--- config.mk ---
export PLATFORM = sky130hd
export DESIGN_NAME = pmcc_core
export DESIGN_NICKNAME = d
export VERILOG_FILES = /design/src/rtl/pmcc_pkg.sv /design/src/rtl/pmcc_strap_if.sv /design/src/rtl/pmcc_core.sv /design/src/rtl/pmcc_strap_decode.sv
export SDC_FILE = /design/constraint.sdc
export NUM_CORES = 1
export LEC_CHECK = 0
export ABC_CLOCK_PERIOD_IN_PS = 1900
export BUFFER_PORTS_ARGS = -buffer_cell sky130_fd_sc_hd__buf_4
export CORE_MARGIN = 1.5
export CORE_UTILIZATION = 50
export CTS_BUF_LIST = sky130_fd_sc_hd__clkbuf_8
export DETAILED_ROUTE_END_ITERATION = 16
export PLACE_DENSITY = 0.75
export SETUP_SLACK_MARGIN = 0.4
export SYNTH_ARGS = -nofsm -noshare
export SYNTH_HDL_FRONTEND = slang
export SYNTH_SLANG_ARGS = --single-unit
--- constraint.sdc ---
create_clock -name core_clk_i -period 1.9 [get_ports core_clk_i]
set_clock_uncertainty 0.1 [all_clocks]
set_input_delay 0.38 -clock core_clk_i [delete_from_list [all_inputs] [get_ports core_clk_i]]
set_output_delay 0.38 -clock core_clk_i [all_outputs]
set_load 0.05 [all_outputs]
--- src/rtl/pmcc_pkg.sv ---
package pmcc_pkg;
    localparam int CFG_W = 16;
    localparam int EN_BIT = 6;
    localparam int OUT_HI = 5;
    localparam int OUT_LO = 4;
    localparam int GSV_HI = 3;
    localparam int GSV_LO = 2;
    localparam int GBV_HI = 1;
    localparam int GBV_LO = 0;
    localparam logic [CFG_W-1:0] CFG_POR = 16'h0061;
    localparam logic [CFG_W-1:0] CFG_WMASK = 16'h007F;

    // Output mode codes
    localparam logic [1:0] OUT_BUS = 2'h0;
    localparam logic [1:0] OUT_SHUNT = 2'h1;
    localparam logic [1:0] OUT_SUPPLY_PWR = 2'h2;
    localparam logic [1:0] OUT_LOAD_PWR = 2'h3;

    // Shunt gain codes and one-hot switch drives
    localparam logic [1:0] GSV_20 = 2'h0;
    localparam logic [1:0] GSV_128 = 2'h1;
    localparam logic [1:0] GSV_300 = 2'h2;
    localparam logic [2:0] GSW_20 = 3'h1;
    localparam logic [2:0] GSW_128 = 3'h2;
    localparam logic [2:0] GSW_300 = 3'h4;

    // Bus attenuation codes and one-hot switch drives
    localparam logic [1:0] GBV_2_5 = 2'h0;
    localparam logic [1:0] GBV_1_5 = 2'h1;
    localparam logic [1:0] GBV_1_10 = 2'h2;
    localparam logic [2:0] BSW_2_5 = 3'h1;
    localparam logic [2:0] BSW_1_5 = 3'h2;
    localparam logic [2:0] BSW_1_10 = 3'h4;

    // Strap decode results
    localparam logic [1:0] STRAP_GND = 2'h0;
    localparam logic [1:0] STRAP_VS = 2'h1;
    localparam logic [1:0] STRAP_SDA = 2'h2;
    localparam logic [1:0] STRAP_SCL = 2'h3;

    // Timing
    localparam int CLK_MHZ = 100;
    localparam int SETTLE_US = 40;
    localparam int SETTLE_CYC = SETTLE_US * CLK_MHZ;
    localparam int SETTLE_CW = 12;
    localparam int SYNC_FILL = 3;
    localparam int DET_CYC = 32;
    localparam int DET_CW = 6;

    typedef enum logic [1:0] {PMCC_DISABLED, PMCC_SETTLING, PMCC_ACTIVE} pmcc_pwr_type;
endpackage

--- src/rtl/pmcc_strap_if.sv ---
`timescale 1ns/1ns
interface pmcc_strap_if;
    logic [1:0] code;
    logic valid;
    modport src (output code, output valid);
    modport snk (input code, input valid);
endinterface
--- src/rtl/pmcc_core.sv ---
`timescale 1ns/1ns
module pmcc_core #(
    parameter int SETTLE_CYC = pmcc_pkg::SETTLE_CYC,
    parameter int DET_CYC = pmcc_pkg::DET_CYC
) (
    // Clock and reset
    input wire logic core_clk_i,
    input wire logic rst_n_i,
    // Configuration word from the serial slave
    input wire logic cfg_wr_i,
    input wire logic [pmcc_pkg::CFG_W-1:0] cfg_wdata_i,
    output logic [pmcc_pkg::CFG_W-1:0] cfg_rdata_o,
    // General-call commands, one-cycle pulses
    input wire logic gc_enable_i,
    input wire logic gc_disable_i,
    // Address strap and bus lines as seen at the pins
    input wire logic addr_strap_pin_i,
    input wire logic scl_i,
    input wire logic sda_i,
    output logic [1:0] addr_sel_o,
    output logic addr_valid_o,
    // Analog output mux controls
    output logic route_bus_o,
    output logic route_shunt_o,
    output logic route_power_o,
    output logic power_load_side_o,
    // Gain switch controls, one-hot
    output logic [2:0] shunt_gain_sel_o,
    output logic [2:0] bus_atten_sel_o,
    // Power state
    output logic analog_en_o,
    output logic out_valid_o
);
    localparam int SETTLE_M1 = SETTLE_CYC - 1;
    localparam logic [pmcc_pkg::SETTLE_CW-1:0] SETTLE_LAST = SETTLE_M1[pmcc_pkg::SETTLE_CW-1:0];

    logic [pmcc_pkg::CFG_W-1:0] cfg_reg;
    logic [pmcc_pkg::CFG_W-1:0] cfg_next;
    logic en_next;
    logic [1:0] out_field;
    logic [1:0] gsv_field;
    logic [1:0] gbv_field;
    pmcc_pkg::pmcc_pwr_type pwr_reg;
    pmcc_pkg::pmcc_pwr_type pwr_next;
    logic [pmcc_pkg::SETTLE_CW-1:0] settle_reg;
    logic [pmcc_pkg::SETTLE_CW-1:0] settle_next;
    logic route_bus_reg;
    logic route_shunt_reg;
    logic route_power_reg;
    logic load_side_reg;
    logic [2:0] gsw_reg;
    logic [2:0] bsw_reg;
    logic analog_en_reg;
    logic out_valid_reg;
    logic [1:0] addr_sel_reg;
    logic addr_valid_reg;

    pmcc_strap_if strap_bus ();

    pmcc_strap_decode #(
        .DET_CYC(DET_CYC)
    ) u_strap (
        .core_clk_i(core_clk_i),
        .rst_n_i(rst_n_i),
        .addr_strap_pin_i(addr_strap_pin_i),
        .scl_i(scl_i),
        .sda_i(sda_i),
        .strap(strap_bus.src)
    );

    // Enable source priority: disable command, enable command, then the written bit
    always_comb
    begin
        if (gc_disable_i)
            en_next = 1'b0;
        else if (gc_enable_i)
            en_next = 1'b1;
        else if (cfg_wr_i)
            en_next = cfg_wdata_i[pmcc_pkg::EN_BIT];
        else
            en_next = cfg_reg[pmcc_pkg::EN_BIT];
    end

    // Reserved bits are masked on write so they always read back as zero
    always_comb
    begin
        cfg_next = cfg_reg;
        if (cfg_wr_i)
            cfg_next = cfg_wdata_i & pmcc_pkg::CFG_WMASK;
        cfg_next[pmcc_pkg::EN_BIT] = en_next;
    end

    always_ff @(posedge core_clk_i or negedge rst_n_i)
    begin
        if (!rst_n_i)
            cfg_reg <= pmcc_pkg::CFG_POR;
        else
            cfg_reg <= cfg_next;
    end

    assign out_field = cfg_next[pmcc_pkg::OUT_HI:pmcc_pkg::OUT_LO];
    assign gsv_field = cfg_next[pmcc_pkg::GSV_HI:pmcc_pkg::GSV_LO];
    assign gbv_field = cfg_next[pmcc_pkg::GBV_HI:pmcc_pkg::GBV_LO];

    // Decoding the next value keeps switches in step with the readback word
    always_ff @(posedge core_clk_i or negedge rst_n_i)
    begin
        if (!rst_n_i)
        begin
            route_bus_reg <= 1'b0;
            route_shunt_reg <= 1'b0;
            route_power_reg <= 1'b1;
            load_side_reg <= 1'b0;
        end
        else
        begin
            route_bus_reg <= (out_field == pmcc_pkg::OUT_BUS);
            route_shunt_reg <= (out_field == pmcc_pkg::OUT_SHUNT);
            route_power_reg <= (out_field == pmcc_pkg::OUT_SUPPLY_PWR) ||
                               (out_field == pmcc_pkg::OUT_LOAD_PWR);
            load_side_reg <= (out_field == pmcc_pkg::OUT_LOAD_PWR);
        end
    end

    // Reserved gain code falls back to the lowest gain so the output cannot overrange
    always_ff @(posedge core_clk_i or negedge rst_n_i)
    begin
        if (!rst_n_i)
            gsw_reg <= pmcc_pkg::GSW_20;
        else
            case (gsv_field)
                pmcc_pkg::GSV_20: gsw_reg <= pmcc_pkg::GSW_20;
                pmcc_pkg::GSV_128: gsw_reg <= pmcc_pkg::GSW_128;
                pmcc_pkg::GSV_300: gsw_reg <= pmcc_pkg::GSW_300;
                default: gsw_reg <= pmcc_pkg::GSW_20;
            endcase
    end

    // Reserved attenuation code takes the strongest divider to keep the node below supply
    always_ff @(posedge core_clk_i or negedge rst_n_i)
    begin
        if (!rst_n_i)
            bsw_reg <= pmcc_pkg::BSW_1_5;
        else
            case (gbv_field)
                pmcc_pkg::GBV_2_5: bsw_reg <= pmcc_pkg::BSW_2_5;
                pmcc_pkg::GBV_1_5: bsw_reg <= pmcc_pkg::BSW_1_5;
                pmcc_pkg::GBV_1_10: bsw_reg <= pmcc_pkg::BSW_1_10;
                default: bsw_reg <= pmcc_pkg::BSW_1_10;
            endcase
    end

    // Power state; output is flagged valid only after the settling time
    always_comb
    begin
        pwr_next = pwr_reg;
        settle_next = settle_reg;
        case (pwr_reg)
            pmcc_pkg::PMCC_DISABLED:
            begin
                settle_next = '0;
                if (en_next)
                    pwr_next = pmcc_pkg::PMCC_SETTLING;
            end
            pmcc_pkg::PMCC_SETTLING:
            begin
                settle_next = settle_reg + 1'b1;
                if (!en_next)
                    pwr_next = pmcc_pkg::PMCC_DISABLED;
                else if (settle_reg == SETTLE_LAST)
                    pwr_next = pmcc_pkg::PMCC_ACTIVE;
            end
            pmcc_pkg::PMCC_ACTIVE:
            begin
                if (!en_next)
                    pwr_next = pmcc_pkg::PMCC_DISABLED;
            end
            default:
                pwr_next = pmcc_pkg::PMCC_DISABLED;
        endcase
        if (pwr_next != pmcc_pkg::PMCC_SETTLING)
            settle_next = '0;
    end

    always_ff @(posedge core_clk_i or negedge rst_n_i)
    begin
        if (!rst_n_i)
        begin
            pwr_reg <= pmcc_pkg::PMCC_SETTLING;
            settle_reg <= '0;
        end
        else
        begin
            pwr_reg <= pwr_next;
            settle_reg <= settle_next;
        end
    end

    always_ff @(posedge core_clk_i or negedge rst_n_i)
    begin
        if (!rst_n_i)
        begin
            analog_en_reg <= 1'b1;
            out_valid_reg <= 1'b0;
        end
        else
        begin
            analog_en_reg <= en_next;
            out_valid_reg <= (pwr_next == pmcc_pkg::PMCC_ACTIVE);
        end
    end

    always_ff @(posedge core_clk_i or negedge rst_n_i)
    begin
        if (!rst_n_i)
        begin
            addr_sel_reg <= pmcc_pkg::STRAP_GND;
            addr_valid_reg <= 1'b0;
        end
        else
        begin
            addr_sel_reg <= strap_bus.code;
            addr_valid_reg <= strap_bus.valid;
        end
    end

    assign cfg_rdata_o = cfg_reg;
    assign route_bus_o = route_bus_reg;
    assign route_shunt_o = route_shunt_reg;
    assign route_power_o = route_power_reg;
    assign power_load_side_o = load_side_reg;
    assign shunt_gain_sel_o = gsw_reg;
    assign bus_atten_sel_o = bsw_reg;
    assign analog_en_o = analog_en_reg;
    assign out_valid_o = out_valid_reg;
    assign addr_sel_o = addr_sel_reg;
    assign addr_valid_o = addr_valid_reg;
endmodule

--- src/rtl/pmcc_strap_decode.sv ---
`timescale 1ns/1ns
module pmcc_strap_decode #(
    parameter int DET_CYC = pmcc_pkg::DET_CYC
) (
    // Clock and reset
    input wire logic core_clk_i,
    input wire logic rst_n_i,
    // Raw pins
    input wire logic addr_strap_pin_i,
    input wire logic scl_i,
    input wire logic sda_i,
    // Result
    pmcc_strap_if.src strap
);
    logic [2:0] sync1_reg;
    logic [2:0] sync2_reg;
    logic [2:0] sync3_reg;
    logic [2:0] filt_reg;
    logic [pmcc_pkg::DET_CW-1:0] win_reg;
    logic seen_hi_reg;
    logic seen_lo_reg;
    logic neq_scl_reg;
    logic neq_sda_reg;
    logic [1:0] code_reg;
    logic valid_reg;
    logic sample;

    localparam int CW = pmcc_pkg::DET_CW;
    localparam int FILL_CYC = pmcc_pkg::SYNC_FILL + 1;
    localparam logic [CW-1:0] DET_CW_MAX = DET_CYC[CW-1:0];
    localparam logic [CW-1:0] FILL = FILL_CYC[CW-1:0];

    // Bit 2 strap, bit 1 SCL, bit 0 SDA
    always_ff @(posedge core_clk_i or negedge rst_n_i)
    begin
        if (!rst_n_i)
        begin
            sync1_reg <= 3'h0;
            sync2_reg <= 3'h0;
            sync3_reg <= 3'h0;
        end
        else
        begin
            sync1_reg <= {addr_strap_pin_i, scl_i, sda_i};
            sync2_reg <= sync1_reg;
            sync3_reg <= sync2_reg;
        end
    end

    // A level is taken only once the last two stages agree
    always_ff @(posedge core_clk_i or negedge rst_n_i)
    begin
        if (!rst_n_i)
            filt_reg <= 3'h0;
        else
            filt_reg <= (sync3_reg & ~(sync2_reg ^ sync3_reg)) | (filt_reg & (sync2_reg ^ sync3_reg));
    end

    always_ff @(posedge core_clk_i or negedge rst_n_i)
    begin
        if (!rst_n_i)
            win_reg <= '0;
        else if (win_reg != DET_CW_MAX)
            win_reg <= win_reg + 1'b1;
    end

    // Filter output is meaningless until the pipeline has filled after reset
    assign sample = (win_reg >= FILL);

    // Observation keeps running, so a strap tied to an idle bus line is refined later
    always_ff @(posedge core_clk_i or negedge rst_n_i)
    begin
        if (!rst_n_i)
        begin
            seen_hi_reg <= 1'b0;
            seen_lo_reg <= 1'b0;
            neq_scl_reg <= 1'b0;
            neq_sda_reg <= 1'b0;
        end
        else if (sample)
        begin
            seen_hi_reg <= seen_hi_reg | filt_reg[2];
            seen_lo_reg <= seen_lo_reg | ~filt_reg[2];
            neq_scl_reg <= neq_scl_reg | (filt_reg[2] ^ filt_reg[1]);
            neq_sda_reg <= neq_sda_reg | (filt_reg[2] ^ filt_reg[0]);
        end
    end

    always_ff @(posedge core_clk_i or negedge rst_n_i)
    begin
        if (!rst_n_i)
        begin
            code_reg <= pmcc_pkg::STRAP_GND;
            valid_reg <= 1'b0;
        end
        else
        begin
            valid_reg <= valid_reg | (win_reg == DET_CW_MAX);
            if (seen_hi_reg && seen_lo_reg)
            begin
                // A strap that follows neither line exactly keeps its last code
                if (!neq_scl_reg)
                    code_reg <= pmcc_pkg::STRAP_SCL;
                else if (!neq_sda_reg)
                    code_reg <= pmcc_pkg::STRAP_SDA;
            end
            else if (seen_hi_reg)
                code_reg <= pmcc_pkg::STRAP_VS;
            else
                code_reg <= pmcc_pkg::STRAP_GND;
        end
    end

    assign strap.code = code_reg;
    assign strap.valid = valid_reg;
endmodule

# ---- Yosys cells after proc, flatten, opt, wreduce, memory -nomap -nowiden
# Index checks and enable logic that the tools add are counted.
dict set report word_totals {
  latchBits 0
  ramBits 0
  ff_bits 61
  out_inout_bits 31
  rom_bits 0
  memories 0
}
dict set report classes {
  n_reduce_logical 6
  magnitude_cmp 1
  shift 0
  div 0
  bitwise 13
  eq_ne 14
  n_mul 0
  n_addsub 2
  mux 17
}
# op n
set op_table {}
lappend op_table {{case mux 12 bit (2 select lines)} 1}
lappend op_table {{two-way mux 2 bit} 7}
lappend op_table {{adder 12 x 1 -> 12 bit, second input constant} 1}
lappend op_table {{equality test 12 bit, second input constant} 1}
lappend op_table {{two-way mux 12 bit} 1}
lappend op_table {{case mux 3 bit (2 select lines)} 2}
lappend op_table {{equality test 2 bit, second input constant} 5}
lappend op_table {{equality test 2 x 1 -> 1 bit, second input constant} 4}
lappend op_table {{adder 6 x 1 -> 6 bit, second input constant} 1}
lappend op_table {{AND 3 bit} 2}
lappend op_table {{equality test 6 bit, second input constant} 1}
lappend op_table {{greater-or-equal comparator 6 x 3 -> 1 bit, second input constant} 1}
lappend op_table {{logical NOT 2 bit} 3}
lappend op_table {{two-way mux 6 bit} 1}
lappend op_table {{inequality test 6 bit, second input constant} 1}
lappend op_table {{case mux 2 bit (3 select lines)} 1}
lappend op_table {{OR 1 bit} 5}
lappend op_table {{two-way mux 1 bit} 4}
lappend op_table {{inequality test 3 bit, second input constant} 1}
lappend op_table {{inverter 3 bit} 1}
lappend op_table {{OR 3 bit} 1}
lappend op_table {{nonzero test 3 bit} 1}
lappend op_table {{XOR 3 bit} 1}
lappend op_table {{inequality test 2 x 1 -> 1 bit, second input constant} 1}
lappend op_table {{4 further kinds} 5}

# ---- Logic depth before layout (Yosys ltp)
# Gate-level depths: netlist of the first run.
dict set report depth {
  word_depth 7
  mapped_depth 5
  mapped_depth_nobuf 5
}

# ---- By module
# A second synthesis of the first run with hierarchy kept.
dict set report unflattened {
  cells_unflattened 178
  area_unflattened_um2 2356.0
}
# module seq_area_each_um2 n_inst cells_per_inst area_each_um2
set modules_own_cells {}
lappend modules_own_cells {pmcc_core 833.3 1 118 1468.9}
lappend modules_own_cells {pmcc_strap_decode 625.6 1 60 887.1}

# ---- Worst setup path after synthesis of the first run
# Ideal clock, no wire load.
dict set report synth_path {
  kind {reg2reg}
  startpoint {register settle_reg[0] in the netlist's numbering}
  endpoint {register settle_reg[10] in the netlist's numbering}
  stages_incl_launch_ff 5
  t_required_ps 1713
  setup_ps 87
  t_arrival_ps 1489
  path_slack_ps 225
  cell_sequence {dfrtp_1 > ha_1 > nand4_2 > or4_1 > a211oi_2}
}
dict set report synth_via {
  elab_chain_cells 6
}
# item line
set synth_rtl {}
lappend synth_rtl {{start: declaration} pmcc_core.sv:45} ;# logic [pmcc_pkg::SETTLE_CW-1:0] settle_reg;
lappend synth_rtl {{start signal: assignment} pmcc_core.sv:195} ;# settle_reg <= settle_next;
lappend synth_rtl {{equality test 12 bit} pmcc_core.sv:170} ;# else if (settle_reg == SETTLE_LAST)
lappend synth_rtl {{two-way mux 2 bit} pmcc_core.sv:170}
lappend synth_rtl {{two-way mux 2 bit} pmcc_core.sv:168} ;# if (!en_next)
lappend synth_rtl {{case mux 2 bit (3 select lines)} pmcc_core.sv:158} ;# case (pwr_reg)
lappend synth_rtl {{inequality test 2 x 1 -> 1 bit} pmcc_core.sv:181} ;# if (pwr_next != pmcc_pkg::PMCC_SETTLING)
lappend synth_rtl {{nonzero test 3 bit (no line) or two-way mux 12 bit (tied branches)} --}
# Parallel ways exist; a longest one is shown, timed or not.
# A chain may end at the register's enable or synchronous reset.

# ---- Worst setup path in the final report of the first run
dict set report layout_path {
  startpoint {register settle_reg[5] in the netlist's numbering}
  endpoint {register pwr_reg[1]}
}
dict set report layout_via {
  elab_chain_cells 4
}
# item line
set layout_rtl {}
lappend layout_rtl {{equality test 12 bit} pmcc_core.sv:170}
lappend layout_rtl {{two-way mux 2 bit} pmcc_core.sv:170}
lappend layout_rtl {{two-way mux 2 bit} pmcc_core.sv:168}
lappend layout_rtl {{case mux 2 bit (3 select lines)} pmcc_core.sv:158}
lappend layout_rtl {{named net pwr_next[1]} pmcc_core.sv:44} ;# pmcc_pkg::pmcc_pwr_type pwr_next;
lappend layout_rtl {{end signal: assignment} pmcc_core.sv:189} ;# pwr_reg <= pmcc_pkg::PMCC_SETTLING;
lappend layout_rtl {{end signal: assignment} pmcc_core.sv:194} ;# pwr_reg <= pwr_next;
lappend layout_rtl {{end: declaration} pmcc_core.sv:43} ;# pmcc_pkg::pmcc_pwr_type pwr_reg;
# The timed path passes the listed nets, and every way through them passes these cells.

==> metrics.cfg, run 1 <==
[clock_tree]
cts_root_buffer=clkbuf_8
clockBufferDepth=2
htreeDepth=3
hold_buffers=0
numCtsBuffers=9
clk_latency_ns=0.33
clock_sinks=58
cts_tree=done
clkTransAtPathRegs_ns=0.06

[drt]
wl_per_cell_um=15.3
vias=1537
dr.pass1.iters=4
wirelength_mm=4.56
vias_per_cell=5.14
drtIter0Drc=85
ant_nets=0
drc=0

[power]
combPwrFrac=0.186
clkPwrFrac=0.333
vdd_drop_max_mv=0.420
p_int_mw=2.03
p_sw_mw=0.858
power.leakage_nw=1.42
power_density_nw_per_um2=937
finalPower_mw=2.89
seqPwrFrac=0.481
switching_share=0.297

[placed_design]
dpl.hpwl_mm=2.57
place_congestion=0.760
port_buffers=36
pre_cts_slack_ns=0.168

[sta]
rsz0062_at_grt=true
hold_slack_ns=-0.00813
finalCriticalPeriod_ns=1.65
setup_ws_ns=0.251
fin_setup_tns_ns=0
maxSlewViolCount=0
clock.fmax_mhz=606
slew_headroom=0.540
worst_slew_pin_slew_ns=0.690
finalHoldViolCount=10
finalCritPeriodShare=0.868
setup-violations-final=0

[die]
start_util=0.526
core_sq_um=4410
num_io_pins=55
dieArea_sq_um=5060
die-height_um=71.1
die_x_um=71.1
rows=24

[final_layout]
layout-drive-gt1-share=0.405
diodes=0
multi_input_area_sq_um=855
largest_register_ffs=12
n_fill_cell=291
final_cell_mix=dfrtp_1 (48), buf_4 (46), inv_1 (17), clkbuf_8 (11), conb_1 (9)
final_nets=271
final_common_cell=dfrtp_1
layout.area.seq_sq_um=1460
syn2layout_area_growth_pct=32.9

[critical_path]
slowest_delay_ns=0.45
crit_arrival_ns=1.79
critPathLaunchType=flop
end_kind=flop
crit_fanout=3
crit_slowest_cell=or3b_4
required_ns=2.04
cp_cell_sequence=or3b_4 -> or3_4 -> o31ai_2
path_buf_inv=0
crit_type=reg2reg
cpLargestDelayFamily=simple AND/OR/NAND/NOR gates

[synthesis]
ys_seq_area_frac=0.629
ys_types=37
netlist_area_sq_um=2320
synth_edf_count=0
yosysTopAreaCellShare=0.561
syn_avg_cell_area_sq_um=12.8
synth-seq-cells=58
async_flop_share=1.00
ys_top_cells_by_area=dfrtp_1 (56%), dfstp_2 (6.8%), buf_4 (3.9%)
netlist_instances=181
yosys.area.top_type=dfrtp_1
synth_top_flop_cell=dfrtp_1
yosys_warnings=0

[global_route]
grt_max_degree=59
grt_pass1_wl_mm=7.47
grt.total_usage=0.197
first_global_vias=1591
overflow=0
antenna_found_initial=0

[hold_path]
worstHoldPathType=in2async

[status]
status=finished with violations
violations=hold timing

[job]
max_cap_violations=0

[cell families after synthesis]
logic type / count (synthesis) / share of synthesized area
mux: 8 / 0.0378
buf+inv: 27 / 0.0647
fa+ha+maj: 8 / 0.0399
simple gates: 43 / 0.106
other cells: 1 / 0.00162
xor+xnor: 10 / 0.0378
compound gates: 26 / 0.0836
flops: 58 / 0.629
[power groups by stage]
stage	clock [mW]	combinational [mW]	sequential [mW]
finish	0.962	0.537	1.39
CTS	0.975	0.533	1.39
global route	1.04	0.564	1.40
floorplan	0	0.176	1.59
detailed placement	0	0.507	1.40
global placement	0	0.503	1.40
[per-stage QoR]
stage / hold slack [ns] / instance area [sq um] / std cells / util
4_1_cts: 0.0124 / 3020 / 297 / 0.684
2_1_floorplan: -0.0156 / 2410 / 189 / -
3_5_place_dp: 0.237 / 2650 / 265 / 0.601
5_1_grt: 0.0340 / 3080 / 299 / 0.698
3_3_place_gp: 0.233 / 2650 / 265 / 0.601
6_report: -0.00813 / 3080 / 299 / 0.698
[cells in the mapped netlist, types with 6 or more instances]
cell type and number:
nor3_1 6, mux2_2 6, dfrtp_1 52, nand2_1 6
a211oi_1 6, xnor2_1 8, dfstp_2 6, inv_1 12
buf_4 12, nand3_1 6
[metal layers]
metal	routed length, um	vias up	part of all wire	track usage
met5	0	-	0	0
met4	63	0	0.014	0.0860
met3	157	7	0.034	0.0726
met2	2470	23	0.54	0.324
met1	1870	772	0.41	0.234
li1	-	735	-	-
[path summary, 6_finish.rpt]
kind / from / slack, ns / depth (start not counted) / endpoint
max in group asynchronous: rst_n_i / 1.20 / 1 / settle_reg[2]
worst min register to register: u_strap.sync1_reg[2] / 0.25 / 0 / u_strap.sync2_reg[2]
worst min-delay path: rst_n_i / -0.008 / 1 / u_strap.strap.code[1]
min in group core_clk_i: addr_strap_pin_i / 0.06 / 1 / u_strap.sync1_reg[2]
worst max-delay path: settle_reg[5] / 0.25 / 3 / pwr_reg[1]
worst max register to register: settle_reg[5] / 0.25 / 3 / pwr_reg[1]
[worst reg2reg max path, cell delays in order, from the launching register on]
cell	delay, ns
dfrtp_1	0.42
or3b_4	0.45
or3_4	0.38
o31ai_2	0.21
[layout make-up]
class	count	share of cell area
tap	52	0.0211
clock inverter	5	0.00609
inverter	12	0.0146
sequential	58	0.475
clock buffer	11	0.0491
multi-input combinational	105	0.277
timing repair buffer	56	0.157
[repair_timing]
item,in CTS,in global routing
buffers inserted,15,2
gates cloned,1,0
pin swaps,9,10
gates resized for setup,22,9
endpoints found under the setup margin,22,22
(Power assumes the default switching activity.)
==> run 2, diff against run 1 <==
--- a/config.mk
+++ b/config.mk
@@ -8,10 +8,9 @@
 export ABC_CLOCK_PERIOD_IN_PS = 1900
 export BUFFER_PORTS_ARGS = -buffer_cell sky130_fd_sc_hd__buf_4
 export CORE_MARGIN = 1.5
-export CORE_UTILIZATION = 50
+export CORE_UTILIZATION = 30
 export CTS_BUF_LIST = sky130_fd_sc_hd__clkbuf_8
 export DETAILED_ROUTE_END_ITERATION = 16
-export PLACE_DENSITY = 0.75
 export SETUP_SLACK_MARGIN = 0.4
 export SYNTH_ARGS = -nofsm -noshare
 export SYNTH_HDL_FRONTEND = slang
==> run 2 against run 1 <==
- the run still ends with hold timing left
- die area rose by 64%
- final cell count rose by 16%
- global-route usage fell by 8.0 points
- register-to-register slack improved by 0.04 ns
- combinational power rose by 2%
- first-iteration DRC count rose by 3.5%
- fmax rose by 2.7%
- total power rose by 10%
- clock-buffer cell count fell by 1
- wire length fell by 1.1%
==> metrics.cfg, run 2 (synthesized netlist as in run 1, its figures left out) <==
[die]
die-height_um=90.9  ; +28%
dieArea_sq_um=8270  ; +64%
die_x_um=90.9  ; +28%
core_sq_um=7370  ; +67%
start_util=0.315  ; -0.211
rows=31  ; +29%
num_io_pins=55  ; unchanged

[sta]
hold_slack_ns=-0.00450  ; +0.00364 ns
clock.fmax_mhz=623  ; +2.7%
fin_setup_tns_ns=0  ; unchanged
finalHoldViolCount=2  ; -8
worst_slew_pin_slew_ns=0.725  ; +0.0346 ns
finalCriticalPeriod_ns=1.61  ; -0.0431 ns
rsz0062_at_grt=true
setup-violations-final=0  ; unchanged
finalCritPeriodShare=0.845  ; -0.0227
slew_headroom=0.517  ; -0.0231
maxSlewViolCount=0  ; unchanged

[drt]
vias=1549  ; +0.78%
wirelength_mm=4.51  ; -1.1%
vias_per_cell=4.48  ; -13%
dr.pass1.iters=4  ; unchanged
drc=0  ; unchanged
ant_nets=0  ; unchanged
wl_per_cell_um=13.0  ; -15%
drtIter0Drc=88  ; +3.5%

[critical_path]
crit_fanout=6  ; +3
end_kind=flop
critPathLaunchType=flop
required_ns=2.04  ; about the same
crit_arrival_ns=1.75  ; -0.04 ns
crit_type=reg2reg

[final_layout]
final_cell_mix=dfrtp_1 (49), buf_4 (46), inv_1 (14), clkbuf_8 (10), conb_1 (9)
diodes=0  ; unchanged
syn2layout_area_growth_pct=38.1
layout.area.seq_sq_um=1460  ; about the same
stdcell_area_sq_um=3200  ; +3.9%
final_nets=271  ; unchanged
largest_register_ffs=12  ; unchanged
multi_input_area_sq_um=848  ; -0.73%
final_common_cell=dfrtp_1
n_fill_cell=735  ; +150%
layout-drive-gt1-share=0.413  ; +0.00810

[clock_tree]
clockBufferDepth=2  ; unchanged
clkTransAtPathRegs_ns=0.07  ; about the same
cts_tree=done
clk_latency_ns=0.33  ; about the same
numCtsBuffers=9  ; unchanged
clock_sinks=58  ; unchanged
htreeDepth=3  ; unchanged
cts_root_buffer=clkbuf_8
hold_buffers=0  ; unchanged

[hold_path]
worstHoldPathType=in2async

[global_route]
first_global_vias=1625  ; +2.1%
grt_pass1_wl_mm=7.60  ; +1.8%
overflow=0  ; unchanged
grt.total_usage=0.117  ; -0.0804
antenna_found_initial=0  ; unchanged
grt_max_degree=59  ; unchanged

[placed_design]
port_buffers=36  ; unchanged
dpl.hpwl_mm=2.70  ; +5.1%
place_congestion=0.769  ; +1.2%
place_area_sq_um=2700  ; +1.9%

[status]
violations=hold timing
status=finished with violations

[power]
power_density_nw_per_um2=992  ; +5.9%
vdd_drop_max_mv=0.616  ; +47%
finalPower_mw=3.18  ; +10%
power.leakage_nw=1.43  ; +0.35%

[job]
max_cap_violations=0  ; unchanged

## run 2: final timing paths
check | start | endpoint | slack, ns | cells past startpoint
min in group core_clk_i | sda_i | u_strap.sync1_reg[0] | 0.05 | 1
max | settle_reg[5] | settle_reg[9] | 0.29 | 4
min | rst_n_i | u_strap.win_reg[5] | -0.004 | 1
max reg2reg | settle_reg[5] | settle_reg[9] | 0.29 | 4
min reg2reg | u_strap.sync1_reg[1] | u_strap.sync2_reg[1] | 0.25 | 0
max in group asynchronous | rst_n_i | settle_reg[3] | 1.17 | 1
## run 2: critical path: stages (launching register included)
cell,delay (ns)
dfrtp_1,0.37
buf_4,0.14
nand4_1,0.21
or4_1,0.46
a211oi_1,0.23
## run 2: per-stage QoR
step / util / std cells / worst slack [ns] / hold slack (ns)
final: 0.435 / 346 / 0.294 / -0.00450
after CTS: 0.425 / 341 / 0.311 / 0.0273
after global placement: 0.367 / 311 / 0.200 / 0.233
after global routing: 0.435 / 346 / 0.251 / 0.0341
after detailed placement: 0.367 / 311 / 0.164 / 0.236
after floorplan: - / 189 / 0.304 / -0.0156
## run 2: what timing repair did
item	in CTS	in global routing
pin swaps	7	5
resized for setup	26	6
setup endpoints to repair	22	23
buffers inserted	13	5
cloned	1	0
endpoints found under the hold margin	0	0
## run 2: final cells by class
| class | count | area share |
|---|---|---|
| Inverter | 12 | 0.0141 |
| Timing Repair Buffer | 57 | 0.157 |
| Multi-Input combinational cell | 104 | 0.265 |
| Tap cell | 99 | 0.0387 |
| Clock inverter | 6 | 0.0258 |
| Sequential cell | 58 | 0.456 |
| Clock buffer | 10 | 0.0430 |
## run 2: metal layers
metal,GRT usage,wire (um)
met5,0,0
met4,0.0742,73
met3,0.0293,215
met2,0.173,2170
met1,0.153,2060
## run 2: power breakdown
group / switching, mW / total (mW) / internal [mW] / leakage [nW]
logic: 0.368 / 0.546 / 0.178 / 0.621
registers: 0.0517 / 1.39 / 1.34 / 0.697
clock network: 0.480 / 1.24 / 0.764 / 0.111
==> run 3, diff against run 2 <==
--- a/config.mk
+++ b/config.mk
@@ -5,7 +5,7 @@
 export SDC_FILE = /design/constraint.sdc
 export NUM_CORES = 1
 export LEC_CHECK = 0
-export ABC_CLOCK_PERIOD_IN_PS = 1900
+export ABC_CLOCK_PERIOD_IN_PS = 1600
 export BUFFER_PORTS_ARGS = -buffer_cell sky130_fd_sc_hd__buf_4
 export CORE_MARGIN = 1.5
 export CORE_UTILIZATION = 30
==> constraint.sdc (replaced) <==
create_clock -name core_clk_i -period 1.6 [get_ports core_clk_i]
set_clock_uncertainty 0.1 [all_clocks]
set_input_delay 0.32 -clock core_clk_i [delete_from_list [all_inputs] [get_ports core_clk_i]]
set_output_delay 0.32 -clock core_clk_i [all_outputs]
set_load 0.05 [all_outputs]
==> run 3 against run 2 <==
- the flow finishes with violations (setup timing)
- sequential power rose by 19%
- combinational power rose by 36%
- cell area rose by 11%
- highest routed layer unchanged
- fmax fell by 2.2%
- clock power rose by 23%
- worst hold slack improved by 0.16 ns
- wire length fell by 5.6%
- core utilization rose by 4.7 points
- sequential cell count did not move
- first-iteration DRC count fell by 41%
==> metrics.cfg, run 3 (synthesized netlist as in run 1, its figures left out) <==
[status]
status=finished with violations
violations=setup timing

[placed_design]
placed_cells=330  ; +6.1%
dpl.hpwl_mm=2.72  ; +0.64%
place_congestion=0.721  ; -6.2%
pre_cts_slack_ns=-0.0298  ; -0.194 ns
place_area_sq_um=2900  ; +7.2%
port_buffers=36  ; unchanged

[critical_path]
r2r-end=settle_reg[10]
required_ns=1.75  ; -0.29 ns
crit_arrival_ns=1.80  ; +0.05 ns
crit_slowest_cell=or4_4
slowest_delay_ns=0.51  ; +0.05 ns
r2r_start=settle_reg[0]
crit_fanout=6  ; unchanged
r2r_setup_slack_ns=-0.04  ; -0.34 ns
critPathLaunchType=flop
cp_cell_sequence=buf_6 -> ha_4 -> nand4_4 -> or4_4 -> a211oi_2
end_kind=flop
crit_type=reg2reg
worstRegToRegCells=5  ; +1

[sta]
hold_slack_ns=0.153  ; +0.157 ns
maxSlewViolCount=0  ; unchanged
fin_setup_tns_ns=-0.224  ; -0.224 ns
setup_ws_ns=-0.0420  ; -0.336 ns
clock.fmax_mhz=609  ; -2.2%
finalCriticalPeriod_ns=1.64  ; +0.0359 ns
finalCritPeriodShare=1.03  ; +0.181
finalHoldViolCount=0  ; -2
rsz0062_at_grt=true
setup-violations-final=12  ; +12

[die]
die-height_um=90.9  ; unchanged
die_x_um=90.9  ; unchanged
start_util=0.315  ; unchanged
rows=31  ; unchanged
dieArea_sq_um=8270  ; unchanged
num_io_pins=55  ; unchanged
core_sq_um=7370  ; unchanged

[drt]
wl_per_cell_um=11.8  ; -9.7%
dr.pass1.iters=4  ; unchanged
ant_nets=0  ; unchanged
drtIter0Drc=52  ; -41%
drc=0  ; unchanged
vias_per_cell=4.46  ; -0.29%
wirelength_mm=4.26  ; -5.6%
vias=1616  ; +4.3%

[global_route]
antenna_found_initial=0  ; unchanged
grt.total_usage=0.115  ; -0.00197
grt_max_degree=30  ; -49%
grt_pass1_wl_mm=7.42  ; -2.3%
first_global_vias=1648  ; +1.4%
overflow=0  ; unchanged

[final_layout]
layout-drive-gt1-share=0.502  ; +0.0889
syn2layout_area_growth_pct=53.0
final_cell_mix=dfrtp_1 (47), buf_4 (38), buf_6 (16), inv_1 (12), buf_8 (12)
largest_register_ffs=12  ; unchanged
final_common_cell=dfrtp_1
final_util=0.481  ; +0.0467
n_fill_cell=651  ; -11%
stdcell_area_sq_um=3550  ; +11%
diodes=0  ; unchanged
layout.cells.non_filler=362  ; +4.6%
final_nets=287  ; +5.9%

[power]
power.leakage_nw=1.56  ; +9.1%
vdd_drop_max_mv=0.415  ; -33%
finalPower_mw=3.92  ; +23%
power_density_nw_per_um2=1100  ; +11%

[hold_path]
min_path_cells=2
worstHoldPathType=in2reg
holdPathEnd=route_power_o
hold_path_startpoint=cfg_wdata_i[5]

[clock_tree]
clockBufferDepth=2  ; unchanged
cts_tree=done
clk_latency_ns=0.34  ; about the same
cts_root_buffer=clkbuf_8
numCtsBuffers=9  ; unchanged
clock_sinks=58  ; unchanged
clkTransAtPathRegs_ns=0.07  ; about the same
htreeDepth=3  ; unchanged

[job]
max_cap_violations=0  ; unchanged

-- run 3: changes by cell type in the layout (fill, tap and decap cells not counted), sizes merged --
cell / change
buf: +11
dlygate4sd3: +5
clkinv: +2
clkinvlp: -2
clkbuf: +1
inv: -1
-- run 3: critical path, delay by kind of cell, from the launching register on --
kind                       cells  cell delay [ns]
adders and majority gates      1             0.14
AOI/OAI and AO/OA              1             0.17
buffers and inverters          1             0.12
and+or+nand+nor                2             0.66
DFF                            1             0.38
-- run 3: repair_timing --
action / in CTS / in global routing
pin swaps: 6 / 6
hold endpoints to repair: 22 / 0
hold buffers: 5 / 0
buffers inserted: 2 / 9
endpoints found under the setup margin: 45 / 47
gates resized for setup: 46 / 21
-- run 3: routing by layer --
layer	wire (um)	share of wire	global-route usage
met4	80	0.019	0.0703
met3	237	0.056	0.0452
met1	1880	0.44	0.130
met5	0	0	0
met2	2060	0.48	0.183
-- run 3: worst max path at each step --
stage	start	to	slack, ns	depth (start not counted)
final	settle_reg[0]	settle_reg[10]	-0.04	5
after global routing	settle_reg[0]	settle_reg[2]	-0.1	7
after CTS	settle_reg[0]	settle_reg[10]	-0.01	4
after detailed placement	settle_reg[1]	settle_reg[10]	-0.03	4
after global placement	settle_reg[5]	out_valid_o	-0.01	3
after floorplan	settle_reg[0]	settle_reg[10]	0.004	4
-- run 3: layout make-up --
cell class | count | area, sq um | share of cell area
well taps | 99 | 124 | 0.0349
flip-flops and latches | 58 | 1470 | 0.413
multi-input cells | 104 | 950 | 0.268
clock buffers | 11 | 151 | 0.0427
repair buffers | 73 | 736 | 0.207
inverters | 12 | 45.0 | 0.0127
clock inverters | 5 | 77.6 | 0.0219
-- run 3: where the power goes --
| part | leakage [nW] | internal [mW] | total [mW] | switching [mW] |
|---|---|---|---|---|
| Clock | 0.121 | 0.956 | 1.52 | 0.561 |
| Sequential | 0.696 | 1.59 | 1.66 | 0.0696 |
| Combinational | 0.742 | 0.293 | 0.740 | 0.447 |
| Total | 1.56 | 2.84 | 3.92 | 1.08 |
